## src/hw/ued_pkg.sv

```systemverilog
// Shared constants, types and helpers of the USB device endpoint logic.
// Assumes one 100 MHz clock and a packet decoder in front of the block.
package ued_pkg;

  // ********************************************************
  // Clocking and widths
  // ********************************************************
  localparam int unsigned CLK_MHZ = 100;
  localparam int unsigned FAB_MHZ = 16;
  localparam int unsigned FAB_DIV = CLK_MHZ / FAB_MHZ;
  localparam logic [2:0] DIV_LAST = 3'(FAB_DIV - 1);
  localparam int unsigned LEN_W = 11;
  localparam int unsigned FRM_W = 11;
  localparam int unsigned AW = 8;
  localparam logic [FRM_W-1:0] FRM_ONE = 11'h001;

  // ********************************************************
  // Endpoint addresses and iso buffer limits
  // ********************************************************
  localparam logic [7:0] EP_ISO_IN = 8'h88;
  localparam logic [7:0] EP_ISO_OUT = 8'h08;
  localparam logic [7:0] EP_OUT_FIRST = 8'h01;
  localparam logic [7:0] EP_OUT_LAST = 8'h07;
  localparam logic [7:0] EP_IN_FIRST = 8'h81;
  localparam logic [LEN_W-1:0] ISO_MAX_FULL = 11'h3ff;
  localparam logic [LEN_W-1:0] ISO_MAX_SPLIT = 11'h1ff;

  // ********************************************************
  // Register offsets and bit positions
  // ********************************************************
  localparam logic [AW-1:0] A_CTRL = 8'h00;
  localparam logic [AW-1:0] A_TASK = 8'h04;
  localparam logic [AW-1:0] A_CAUSE = 8'h08;
  localparam logic [AW-1:0] A_DSTAT = 8'h0c;
  localparam logic [AW-1:0] A_OUTEN = 8'h10;
  localparam logic [AW-1:0] A_INEN = 8'h14;
  localparam logic [AW-1:0] A_STALL = 8'h18;
  localparam logic [AW-1:0] A_FRAME = 8'h1c;
  localparam logic [AW-1:0] A_SPLIT = 8'h20;
  localparam logic [AW-1:0] A_INCFG = 8'h24;
  localparam logic [AW-1:0] A_INCNT = 8'h28;
  localparam logic [AW-1:0] A_ISOPTR = 8'h2c;
  localparam logic [AW-1:0] A_ISOCNT = 8'h30;
  localparam logic [AW-1:0] A_OUTPTR = 8'h34;
  localparam logic [AW-1:0] A_OUTCNT = 8'h38;
  localparam logic [AW-1:0] A_ISOSIZE = 8'h3c;
  localparam logic [AW-1:0] A_REL = 8'h40;
  localparam int unsigned B_EN = 0;
  localparam int unsigned B_LP = 1;
  localparam int unsigned B_CRC = 0;
  localparam int unsigned B_RDY = 1;
  localparam int unsigned B_ISO = 8;
  localparam int unsigned B_ZERO = 16;

  // ********************************************************
  // Types
  // ********************************************************
  typedef enum logic [1:0] {PK_OUT, PK_IN, PK_SOF} ued_pkt_e;
  typedef enum logic [1:0] {RS_ACK, RS_NAK, RS_STALL, RS_DATA} ued_rsp_e;
  typedef enum logic [1:0] {EP_NAK, EP_ARMED, EP_HELD, EP_MOVE} ued_ep_e;
  typedef struct packed {
    logic valid; ued_pkt_e kind; logic [7:0] ep;
    logic [LEN_W-1:0] len; logic crc_ok;
  } ued_pkt_s;
  typedef struct packed {
    logic valid; ued_rsp_e code; logic [LEN_W-1:0] len;
  } ued_rsp_s;
  typedef struct packed {
    logic valid; logic iso; logic [2:0] ep;
    logic [31:0] addr; logic [LEN_W-1:0] len;
  } ued_dma_s;

  // ********************************************************
  // Helpers
  // ********************************************************
  // Bulk OUT endpoint number of a USB address, zero if none
  function automatic logic [2:0] bulk_ep(input logic [7:0] a);
    bulk_ep = (a >= EP_OUT_FIRST && a <= EP_OUT_LAST) ? a[2:0] : 3'h0;
  endfunction : bulk_ep

  // Endpoint number of a release-size register address
  function automatic logic [2:0] rel_ep(input logic [AW-1:0] a);
    rel_ep = (a[AW-1:5] == A_REL[AW-1:5] && a[1:0] == 2'h0) ?
      a[4:2] : 3'h0;
  endfunction : rel_ep

  // Smaller of two lengths
  function automatic logic [LEN_W-1:0] minl(input logic [LEN_W-1:0] a,
                                          input logic [LEN_W-1:0] b);
    minl = (a < b) ? a : b;
  endfunction : minl

  // Lowest endpoint that asks for the mover
  function automatic logic [2:0] pick(input logic [7:0] w);
    pick = 3'h0;
    for (int i = 7; i >= 1; i--) begin
      if (w[i]) begin
        pick = 3'(i);
      end
    end
  endfunction : pick

endpackage : ued_pkg

```

## src/hw/ued_core.sv

```systemverilog
// Endpoint logic of a full-speed USB device: bulk OUT and iso pair.
// Assumes a packet decoder, a memory mover and a plain register port.
//
// Operation
// Bulk OUT NAKs until release written
// Next OUT+DATA ACKed, event and flag
// Start task moves packet to memory
// NAK further OUT+DATA while move pending
// Move done or release rearms endpoint
// Zero-length OUT packets are valid
// Per-endpoint enable and stall bits
// Iso pair uses addresses 0x88, 0x08
// Iso has no handshake, SOF each frame
// SOF retimed to 16 MHz fabric tick; the tick here is every 6th 100 MHz clock, about 16.7 MHz
// Each SOF bumps readable frame counter
// Disabled iso endpoints stay silent
// Iso buffer full or split, limits
// Loaded iso IN sends max-count bytes
// Empty iso IN: silence or ZLP
// Software keeps iso moves inside frame
// Iso memory buffers word aligned
// Iso OUT size register zero flag, size
// Iso OUT start uses pointer, max-count
// Bad iso CRC flagged at SOF
// Tasks, registers locked unless ready
// Ready flag with generic event
// Fixed bulk addresses 0x01 to 0x07
// Move no more than min length
//
// Our own choices: the address-and-strobe port and the register offsets.
`timescale 1ns/10ps
module ued_core import ued_pkg::*; (
  input wire logic clk_sys, // System clock, 100 MHz
  input wire logic reset, // Synchronous reset
  input wire logic [AW-1:0] reg_addr, // Register byte address
  input wire logic [31:0] reg_wdata, // Register write data
  input wire logic reg_wr, // Write strobe
  input wire logic reg_rd, // Read strobe
  output logic [31:0] reg_rdata, // Read data, cycle after strobe
  input wire logic ready_in, // Clocks and transceiver settled
  input wire ued_pkt_s pkt, // Decoded packet from the bus
  output ued_rsp_s rsp, // Answer to the packet
  output ued_dma_s dma, // Memory move request
  input wire logic dma_done, // Memory move finished
  input wire logic iso_in_filled, // Iso IN data loaded by mover
  output logic data_evt, // Data endpoint event
  output logic [7:0] out_done_evt, // OUT move done, per endpoint
  output logic iso_out_done_evt, // Iso OUT move done
  output logic usb_evt, // Generic USB event
  output logic sof_evt // SOF on fabric tick
);

  // ********************************************************
  // State
  // ********************************************************
  typedef struct packed {
    logic en;
    logic lp;
    logic rdy;
    logic [1:0] cause;
    logic [7:0] dstat;
    logic [8:0] out_en;
    logic iso_in_en;
    logic [7:0] stall;
    logic split;
    logic zlp;
    logic [LEN_W-1:0] iso_in_cnt;
    logic [LEN_W-1:0] iso_out_cnt;
    logic [31:0] iso_out_ptr;
    logic [31:0] out_ptr;
    logic [LEN_W-1:0] out_cnt;
    logic [FRM_W-1:0] frame;
    logic iso_zero;
    logic [LEN_W-1:0] iso_size;
    logic crc_bad;
    logic in_full;
    logic iso_want;
    logic [7:1][LEN_W-1:0] rx_len;
    logic [7:1][31:0] ep_ptr;
    logic [7:1][LEN_W-1:0] ep_cnt;
    ued_dma_s dma;
    ued_rsp_s rsp;
    logic [31:0] rdata;
    logic dev;
    logic usb_evt;
    logic sof_pend;
    logic sof_evt;
    logic [2:0] div;
    logic [7:0] done_ev;
    logic iso_done;
  } ued_core_s;

  ued_core_s s_ff;
  ued_core_s nxt_s;

  logic acc_ok;
  logic wr_ok;
  logic [2:0] b_idx;
  logic [2:0] r_idx;
  logic [2:0] gsel;
  logic pk_bulk;
  logic dma_issue;
  logic tick;
  logic [LEN_W-1:0] iso_cap;
  logic [7:0] acc;
  logic [7:0] want;
  logic [7:0] rel;
  logic [7:0] start;
  logic [7:0] rx_ok;
  logic [7:0] grant;
  logic [7:0] done;

  // ********************************************************
  // Access gate and decode
  // ********************************************************
  // Tasks and locked registers only while enabled, ready, awake
  assign acc_ok = s_ff.en && s_ff.rdy && !s_ff.lp;
  assign wr_ok = reg_wr && acc_ok;
  assign b_idx = bulk_ep(pkt.ep);
  assign r_idx = rel_ep(reg_addr);
  assign pk_bulk = pkt.valid && pkt.kind == PK_OUT && b_idx != 3'h0 &&
    pkt.crc_ok && s_ff.out_en[b_idx];
  assign gsel = pick(want);
  assign dma_issue = !s_ff.dma.valid && !s_ff.iso_want && |want;
  assign tick = (s_ff.div == 3'h0);
  assign iso_cap = s_ff.split ? ISO_MAX_SPLIT : ISO_MAX_FULL;

  // ********************************************************
  // Bulk OUT endpoints 1 to 7
  // ********************************************************
  assign acc[0] = 1'b0;
  assign want[0] = 1'b0;
  assign rel[0] = 1'b0;
  assign start[0] = 1'b0;
  assign rx_ok[0] = 1'b0;
  assign grant[0] = 1'b0;
  assign done[0] = 1'b0;

  // One endpoint slice per number
  for (genvar i = 1; i < 8; i++) begin : g_ep
    assign rel[i] = wr_ok && r_idx == 3'(i);
    assign start[i] = wr_ok && reg_addr == A_TASK && reg_wdata[i];
    assign rx_ok[i] = pk_bulk && b_idx == 3'(i) && !s_ff.stall[i] &&
      acc[i];
    assign grant[i] = dma_issue && gsel == 3'(i);
    assign done[i] = dma_done && s_ff.dma.valid && !s_ff.dma.iso &&
      s_ff.dma.ep == 3'(i);
    ued_ep_out u_ep (
      .clk_sys(clk_sys),
      .reset(reset),
      .release_wr(rel[i]),
      .start_dma(start[i]),
      .rx_ok(rx_ok[i]),
      .grant(grant[i]),
      .done(done[i]),
      .accept(acc[i]),
      .want(want[i])
    );
  end

  // ********************************************************
  // Next state
  // ********************************************************
  always_comb begin
    nxt_s = s_ff;
    nxt_s.rsp.valid = 1'b0;
    nxt_s.rdata = 32'h0;
    nxt_s.dev = 1'b0;
    nxt_s.usb_evt = 1'b0;
    nxt_s.sof_evt = 1'b0;
    nxt_s.done_ev = 8'h0;
    nxt_s.iso_done = 1'b0;
    nxt_s.div = (s_ff.div == DIV_LAST) ? 3'h0 : s_ff.div + 3'h1;

    // Register writes; clears come before the hardware sets below
    if (reg_wr && reg_addr == A_CTRL) begin
      nxt_s.en = reg_wdata[B_EN];
      nxt_s.lp = reg_wdata[B_LP];
    end
    if (reg_wr && reg_addr == A_CAUSE) begin
      nxt_s.cause = s_ff.cause & ~reg_wdata[1:0];
    end
    if (reg_wr && reg_addr == A_DSTAT) begin
      nxt_s.dstat = s_ff.dstat & ~reg_wdata[7:0];
    end
    if (wr_ok) begin
      case (reg_addr)
        A_OUTEN: nxt_s.out_en = {reg_wdata[B_ISO], reg_wdata[7:1], 1'b0};
        A_INEN: nxt_s.iso_in_en = reg_wdata[B_ISO];
        A_STALL: nxt_s.stall = {reg_wdata[7:1], 1'b0};
        A_SPLIT: nxt_s.split = reg_wdata[0];
        A_INCFG: nxt_s.zlp = reg_wdata[0];
        A_INCNT: nxt_s.iso_in_cnt = reg_wdata[LEN_W-1:0];
        A_ISOPTR: nxt_s.iso_out_ptr = reg_wdata;
        A_ISOCNT: nxt_s.iso_out_cnt = reg_wdata[LEN_W-1:0];
        A_OUTPTR: nxt_s.out_ptr = reg_wdata;
        A_OUTCNT: nxt_s.out_cnt = reg_wdata[LEN_W-1:0];
        A_TASK: begin
          if (reg_wdata[B_ISO]) begin
            nxt_s.iso_want = 1'b1;
          end
        end
        default: begin
        end
      endcase
    end

    // Capture pointer and max-count when an OUT move is started
    for (int i = 1; i < 8; i++) begin
      if (start[i]) begin
        nxt_s.ep_ptr[i] = s_ff.out_ptr;
        nxt_s.ep_cnt[i] = s_ff.out_cnt;
      end
    end

    // Controller readiness
    if (!s_ff.en) begin
      nxt_s.rdy = 1'b0;
    end else if (ready_in && !s_ff.rdy) begin
      nxt_s.rdy = 1'b1;
      nxt_s.cause[B_RDY] = 1'b1;
      nxt_s.usb_evt = 1'b1;
    end

    // Memory mover: iso first, then lowest bulk endpoint
    if (s_ff.dma.valid && dma_done) begin
      nxt_s.dma.valid = 1'b0;
      if (s_ff.dma.iso) begin
        nxt_s.iso_done = 1'b1;
      end else begin
        nxt_s.done_ev[s_ff.dma.ep] = 1'b1;
      end
    end else if (!s_ff.dma.valid && s_ff.iso_want) begin
      // A start task in this very cycle stays pending
      nxt_s.iso_want = wr_ok && reg_addr == A_TASK && reg_wdata[B_ISO];
      nxt_s.dma = '{valid: 1'b1, iso: 1'b1, ep: 3'h0,
        addr: s_ff.iso_out_ptr,
        len: minl(minl(s_ff.iso_size, iso_cap), s_ff.iso_out_cnt)};
    end else if (dma_issue) begin
      nxt_s.dma = '{valid: 1'b1, iso: 1'b0, ep: gsel,
        addr: s_ff.ep_ptr[gsel],
        len: minl(s_ff.rx_len[gsel], s_ff.ep_cnt[gsel])};
    end

    // Packets from the bus
    if (pk_bulk) begin
      nxt_s.rsp.valid = 1'b1;
      nxt_s.rsp.len = {LEN_W{1'b0}};
      if (s_ff.stall[b_idx]) begin
        nxt_s.rsp.code = RS_STALL;
      end else if (acc[b_idx]) begin
        nxt_s.rsp.code = RS_ACK;
        nxt_s.dev = 1'b1;
        nxt_s.dstat[b_idx] = 1'b1;
        nxt_s.rx_len[b_idx] = pkt.len;
      end else begin
        nxt_s.rsp.code = RS_NAK;
      end
    end
    if (pkt.valid && pkt.kind == PK_IN && pkt.ep == EP_ISO_IN &&
        s_ff.iso_in_en) begin
      if (s_ff.in_full) begin
        nxt_s.rsp = '{valid: 1'b1, code: RS_DATA,
          len: minl(s_ff.iso_in_cnt, iso_cap)};
        nxt_s.in_full = 1'b0;
      end else if (s_ff.zlp) begin
        nxt_s.rsp = '{valid: 1'b1, code: RS_DATA,
          len: {LEN_W{1'b0}}};
      end
    end
    // Iso IN data loaded; a load wins over a send in the same cycle
    if (iso_in_filled) begin
      nxt_s.in_full = 1'b1;
    end
    if (pkt.valid && pkt.kind == PK_OUT && pkt.ep == EP_ISO_OUT &&
        s_ff.out_en[B_ISO]) begin
      nxt_s.iso_zero = (pkt.len == {LEN_W{1'b0}});
      nxt_s.iso_size = pkt.len;
      nxt_s.crc_bad = !pkt.crc_ok;
    end
    if (pkt.valid && pkt.kind == PK_SOF) begin
      nxt_s.frame = s_ff.frame + FRM_ONE;
      if (s_ff.crc_bad) begin
        nxt_s.usb_evt = 1'b1;
        nxt_s.cause[B_CRC] = 1'b1;
        nxt_s.crc_bad = 1'b0;
      end
    end

    // SOF held until the next fabric tick
    nxt_s.sof_evt = s_ff.sof_pend && tick;
    nxt_s.sof_pend = (s_ff.sof_pend && !tick) ||
      (pkt.valid && pkt.kind == PK_SOF);

    // Read data, locked registers read zero
    if (reg_rd) begin
      case (reg_addr)
        A_CTRL: nxt_s.rdata = {30'h0, s_ff.lp, s_ff.en};
        A_CAUSE: nxt_s.rdata = 32'(s_ff.cause);
        A_DSTAT: nxt_s.rdata = 32'(s_ff.dstat);
        A_OUTEN: nxt_s.rdata = 32'(s_ff.out_en);
        A_INEN: nxt_s.rdata = 32'({s_ff.iso_in_en, 8'h0});
        A_STALL: nxt_s.rdata = 32'(s_ff.stall);
        A_FRAME: nxt_s.rdata = 32'(s_ff.frame);
        A_SPLIT: nxt_s.rdata = 32'(s_ff.split);
        A_INCFG: nxt_s.rdata = 32'(s_ff.zlp);
        A_INCNT: nxt_s.rdata = 32'(s_ff.iso_in_cnt);
        A_ISOPTR: nxt_s.rdata = s_ff.iso_out_ptr;
        A_ISOCNT: nxt_s.rdata = 32'(s_ff.iso_out_cnt);
        A_OUTPTR: nxt_s.rdata = s_ff.out_ptr;
        A_OUTCNT: nxt_s.rdata = 32'(s_ff.out_cnt);
        A_ISOSIZE: nxt_s.rdata = 32'({s_ff.iso_zero, 5'h0,
          s_ff.iso_size});
        default: nxt_s.rdata = (r_idx != 3'h0) ?
          32'(s_ff.rx_len[r_idx]) : 32'h0;
      endcase
      if (!acc_ok && reg_addr != A_CTRL && reg_addr != A_CAUSE &&
          reg_addr != A_DSTAT) begin
        nxt_s.rdata = 32'h0;
      end
    end
  end

  // State register
  always_ff @(posedge clk_sys) begin
    if (reset) begin
      s_ff <= '0;
    end else begin
      s_ff <= nxt_s;
    end
  end

  // ********************************************************
  // Outputs
  // ********************************************************
  assign reg_rdata = s_ff.rdata;
  assign rsp = s_ff.rsp;
  assign dma = s_ff.dma;
  assign data_evt = s_ff.dev;
  assign out_done_evt = s_ff.done_ev;
  assign iso_out_done_evt = s_ff.iso_done;
  assign usb_evt = s_ff.usb_evt;
  assign sof_evt = s_ff.sof_evt;
endmodule : ued_core

```

## src/hw/ued_ep_out.sv

```systemverilog
// One bulk OUT endpoint: NAK/ACK gating around the memory move.
// Assumes the core only raises rx_ok while accept is high.
`timescale 1ns/10ps
module ued_ep_out import ued_pkg::*; (
  input wire logic clk_sys, // System clock
  input wire logic reset, // Synchronous reset
  input wire logic release_wr, // Write to release size register
  input wire logic start_dma, // Start OUT DMA task
  input wire logic rx_ok, // OUT+DATA acknowledged here
  input wire logic grant, // Mover taken for this endpoint
  input wire logic done, // Mover finished this endpoint
  output logic accept, // Next OUT+DATA gets ACK
  output logic want // Packet held and move requested
);

  typedef struct packed {
    ued_ep_e st;
    logic want;
  } ued_ep_s;

  ued_ep_s s_ff;
  ued_ep_s nxt_s;

  // Next state of the endpoint
  always_comb begin
    nxt_s = s_ff;
    case (s_ff.st)
      EP_NAK: begin
        nxt_s.st = EP_NAK;
      end
      EP_ARMED: begin
        if (rx_ok) begin
          nxt_s.st = EP_HELD;
        end
      end
      EP_HELD: begin
        if (grant) begin
          nxt_s.st = EP_MOVE;
          nxt_s.want = 1'b0;
        end
      end
      EP_MOVE: begin
        if (done) begin
          nxt_s.st = EP_ARMED;
        end
      end
      default: begin
        nxt_s.st = EP_NAK;
      end
    endcase
    if (start_dma) begin
      nxt_s.want = 1'b1;
    end
    if (release_wr) begin
      nxt_s.st = EP_ARMED;
    end
  end

  // State register
  always_ff @(posedge clk_sys) begin
    if (reset) begin
      s_ff <= '{st: EP_NAK, want: 1'b0};
    end else begin
      s_ff <= nxt_s;
    end
  end

  assign accept = (s_ff.st == EP_ARMED);
  assign want = s_ff.want && (s_ff.st == EP_HELD);
endmodule : ued_ep_out

```

## config.mk

```make
export PLATFORM = sky130hd
export DESIGN_NAME = ued_core
export DESIGN_NICKNAME = d
export VERILOG_FILES = /design/src/hw/ued_pkg.sv /design/src/hw/ued_core.sv /design/src/hw/ued_ep_out.sv
export SDC_FILE = /design/constraint.sdc
export NUM_CORES = 2
export LEC_CHECK = 0
export BUFFER_PORTS_ARGS = -buffer_cell sky130_fd_sc_hd__buf_4
export CAP_MARGIN = 20
export CORE_ASPECT_RATIO = 2
export CORE_MARGIN = 8
export CORE_UTILIZATION = 61
export DETAILED_ROUTE_END_ITERATION = 16
export GPL_ROUTABILITY_DRIVEN = 0
export PLACE_DENSITY = 0.8
export SETUP_SLACK_MARGIN = 0.1
export SLEW_MARGIN = 20
export SYNTH_ARGS = -nofsm -noshare
export SYNTH_HDL_FRONTEND = slang
export SYNTH_SLANG_ARGS = --single-unit
```

## constraint.sdc

```tcl
create_clock -name clk_sys -period 4.6 [get_ports clk_sys]
set_clock_uncertainty 0.2 [all_clocks]
set_input_delay 0.23 -clock clk_sys [delete_from_list [all_inputs] [get_ports clk_sys]]
set_output_delay 0.23 -clock clk_sys [all_outputs]
set_load 0.01 [all_outputs]
```

==> impl_metrics.csv <==
group,metric,value,unit
run_status,status,"complete, but fails checks",
run_status,violations,"design-rule violations",
critical_path,crit_arrival,4.60,ns
synth,synth_top_area_share,43.84,%
synth,synth_area_leader_cell,"dfxtp_1",
floorplan,die_x,173.5,um
critical_path,start_kind,"register",
critical_path,worstSetupPathType,"reg2reg",
synth,synthFlopType,"dfxtp_1",
synth,yosys_warnings,0,
pwr,p_leak,0.01193,uW
layout,mostFrequentLayoutCells,"1056 x nand2_1, 662 x dfxtp_1, 601 x a21oi_1",
synth,netlist_instances,3937,
timing,rsz0062_at_grt,"false",
pwr,switching_share,22.69,%
detailed_routing,wl_per_cell,24.31,um
synth,yosys.cell_types.count,70,
floorplan,num_rows,115,
critical_path,crit_fanout,16,
global_route,grt_start_max_net_pins,250,
timing,slew_violations,0,
critical_path,r2r-start,"g_ep[3].u_ep.s_ff[1]",
synth,synth_xor_area_share,0.2025,%
min_path,hp-class,"in2reg",
synth,synth_compound_area_share,20.47,%
detailed_routing,dr_total_vias,29600,
synth,synth_top_family_by_area,"simple AND/OR/NAND/NOR gates",
detailed_routing,drt_iter0_drc,3676,
global_route,grt.overflow.total,0,
floorplan,core,0.04907,mm2
detailed_routing,routed_wl,111.7,mm
detailed_routing,route.detailed.vias_per_inst,6.440,
global_route,antenna_found_initial,3,
clocking,cts_buffers,55,
detailed_routing,antenna_left,0,
floorplan,io_pins,176,
critical_path,critical_path.cell_chain,"inv_1 -> ha_1 -> a22o_1 -> a31oi_1 -> buf_4 -> o31ai_4 -> buf_6 -> a221o_1 -> o22ai_1 -> inv_1 -> ha_1 -> a21oi_1 -> o21a_1 -> a31oi_1 -> a211oi_2 -> a21oi_2 -> buf_4 -> and2_1 -> a221oi_1",
synth,yosys.area_share.simple,20.51,%
critical_path,setup.worst_path.start,"g_ep[3].u_ep.s_ff[1]",
clocking,max-clock-path-buffers,3,
place,io_buffers,175,
global_route,grt_pass1_vias,28290,
timing,setup_tns,0,ns
synth,synthAdderAreaFrac,2.232,%
timing,fmax,235.0,MHz
layout,syn2layout_area_growth,12.04,%
clocking,cts_tree,"yes",
timing,tightest_slew,1.223,ns
place,placedCellCount,4412,
timing,finalSetupViolations,0,
synth,ys_seq_elements,663,
critical_path,slowest_delay,0.37,ns
min_path,min_from,"pkt[13]",
pwr,p_per_area,324.3,mW/mm2
clocking,worstSkewPairLatency,0.65,ns
pwr,p_int,8505,uW
floorplan,die_area,0.05745,mm2
floorplan,initial_utilization,61.71,%
timing,whs,0.03111,ns
critical_path,worstPathRequired,4.95,ns
global_route,grt_pass1_wl,167.9,mm
place,detailed_place_hpwl,72.62,mm
clocking,clk_pin_slew,0.07,ns
critical_path,cp-end-kind,"register",
synth,synth.avg_cell_area,7.690,um2
layout,layout_commonest_cell,"nand2_1",
timing,timing.final.crit_period,4.256,ns
pwr,switching_power,2495,uW
layout,drive_gt1_share,11.60,%
detailed_routing,drc_errors,2,
pwr,combPwrFrac,2.9,%
synth,syn_area,0.03028,mm2
synth,synth_edf_count,0,
synth,yosys-top-cells-area,"dfxtp_1 44%, nand2_1 13%, a21oi_1 10%",
synth,syn_nets,4061,
timing,slew_headroom,17.64,%
clocking,cts-root-buf,"clkbuf_16",
detailed_routing,dr.pass1.iters,15,
timing,finalCritPeriodShare,92.52,%
layout,instances_no_fill,4596,
job,drv_cap,0,
timing,hold_viol_final,0,
floorplan,die_h,331.1,um
layout,nets,4029,
pwr,ir_drop,0.3033,mV
pwr,p_clk_share,44.9,%
clocking,htreeDepth,2,
synth,async_flop_share,0,%
pwr,power.share.sequential,52.2,%
critical_path,slowest_stage,"dfxtp_1",
synth,yosysSeqAreaShare,43.84,%
synth,synthMuxAreaShare,5.286,%
clocking,numClockSinks,663,
global_route,grt_use_total,37.60,%
state kept, by name, indices dropped and copies added, names as in the netlist:
register,count
g_ep.u_ep.s_ff,21
usb_evt,1
data_evt,1
out_done_evt,8
dma,48
reg_rdata,32
iso_out_done_evt,1
sof_evt,1
s_ff,536
rsp,14
final cells by class:
| cell class | count | area (um2) |
|---|---|---|
| fillers | 4027 | 15140 |
| multi-input cells | 2799 | 14940 |
| flip-flops and latches | 663 | 13270 |
| repair buffers | 347 | 2880 |
| clock buffers | 66 | 1478 |
| well taps | 643 | 804.5 |
| clock inverters | 35 | 389.1 |
| inverters | 39 | 146.4 |
| diodes | 4 | 10.01 |
worst max-delay path: cells and delay by family, from the launching register on:
family | cells | cell delay, ns
buffers and inverters | 5 | 0.72
AND/OR/NAND/NOR | 1 | 0.19
adder cells (fa/ha/maj) | 2 | 0.61
AO/OA/AOI/OAI | 11 | 2.06
flip-flops | 1 | 0.37
power by group through the flow:
stage / clock network (uW) / registers (uW) / logic, uW
after global routing: 5170 / 5740 / 333
after detailed placement: 0 / 5880 / 259
after CTS: 4930 / 5750 / 307
after global placement: 0 / 5880 / 257
final: 4930 / 5750 / 320
after floorplan: 0 / 5880 / 149
stage by stage:
stage	power (uW)	instance area (um2)	utilization [%]	setup slack [ns]
floorplan	6026	30280	-	0.3601
global placement	6136	31100	63.39	0.2061
detailed placement	6138	31100	63.39	0.1353
CTS	10980	33690	68.67	0.1719
global route	11250	33910	69.12	0.06235
finish	11000	33920	69.14	0.3439
final timing paths:
path	end	slack [ns]	cells after the start
setup / recovery	dma[1]	0.34	19
hold / removal	s_ff[638]	0.03	5
setup reg to reg	dma[1]	0.34	19
hold reg to reg	s_ff[233]	0.25	2
cells by family (layout without fill, tap and decap cells):
kind of cell / Yosys count / count (layout)
adders and majority gates: 54 / 54
AOI/OAI and AO/OA: 1050 / 1050
and+or+nand+nor: 1532 / 1532
other: 1 / 5
DFF: 663 / 663
xor gates and xnor gates: 7 / 7
muxes: 155 / 155
buffers and inverters: 475 / 487
cells in the mapped netlist (13+ instances only):
cell and number:
a22o_1 15, ha_1 54, buf_4 106, buf_2 28, dfxtp_1 663, a21oi_1 603, a221o_1 16, or3_1 22
o211ai_1 13, a31oi_1 33, and2_1 18, a211oi_1 26, and3_1 22, mux2i_1 143, nor3_1 31, inv_1 39
o22ai_1 27, clkbuf_1 289, o221ai_1 19, o21ai_0 129, a22oi_1 62, nand2_1 1063, a221oi_1 36, nand3_1 58
nor2_1 262
per-layer routing:
layer | track usage [%] | vias to the layer above | share of wire, %
li1 | - | 13250 | -
met1 | 39.84 | 13750 | 33
met2 | 62.50 | 1977 | 46
met3 | 8.740 | 621 | 11
met4 | 32.81 | 0 | 10
met5 | 0 | - | 0
repair_timing:
action                     4_1_cts  5_1_grt
pin swaps                        0        4
hold buffers                    72        0
hold endpoints to repair       272        0
buffers inserted                 0        5
resized for setup                1       31
setup endpoints to repair        2       10
Power figures use the tool's default switching activity.
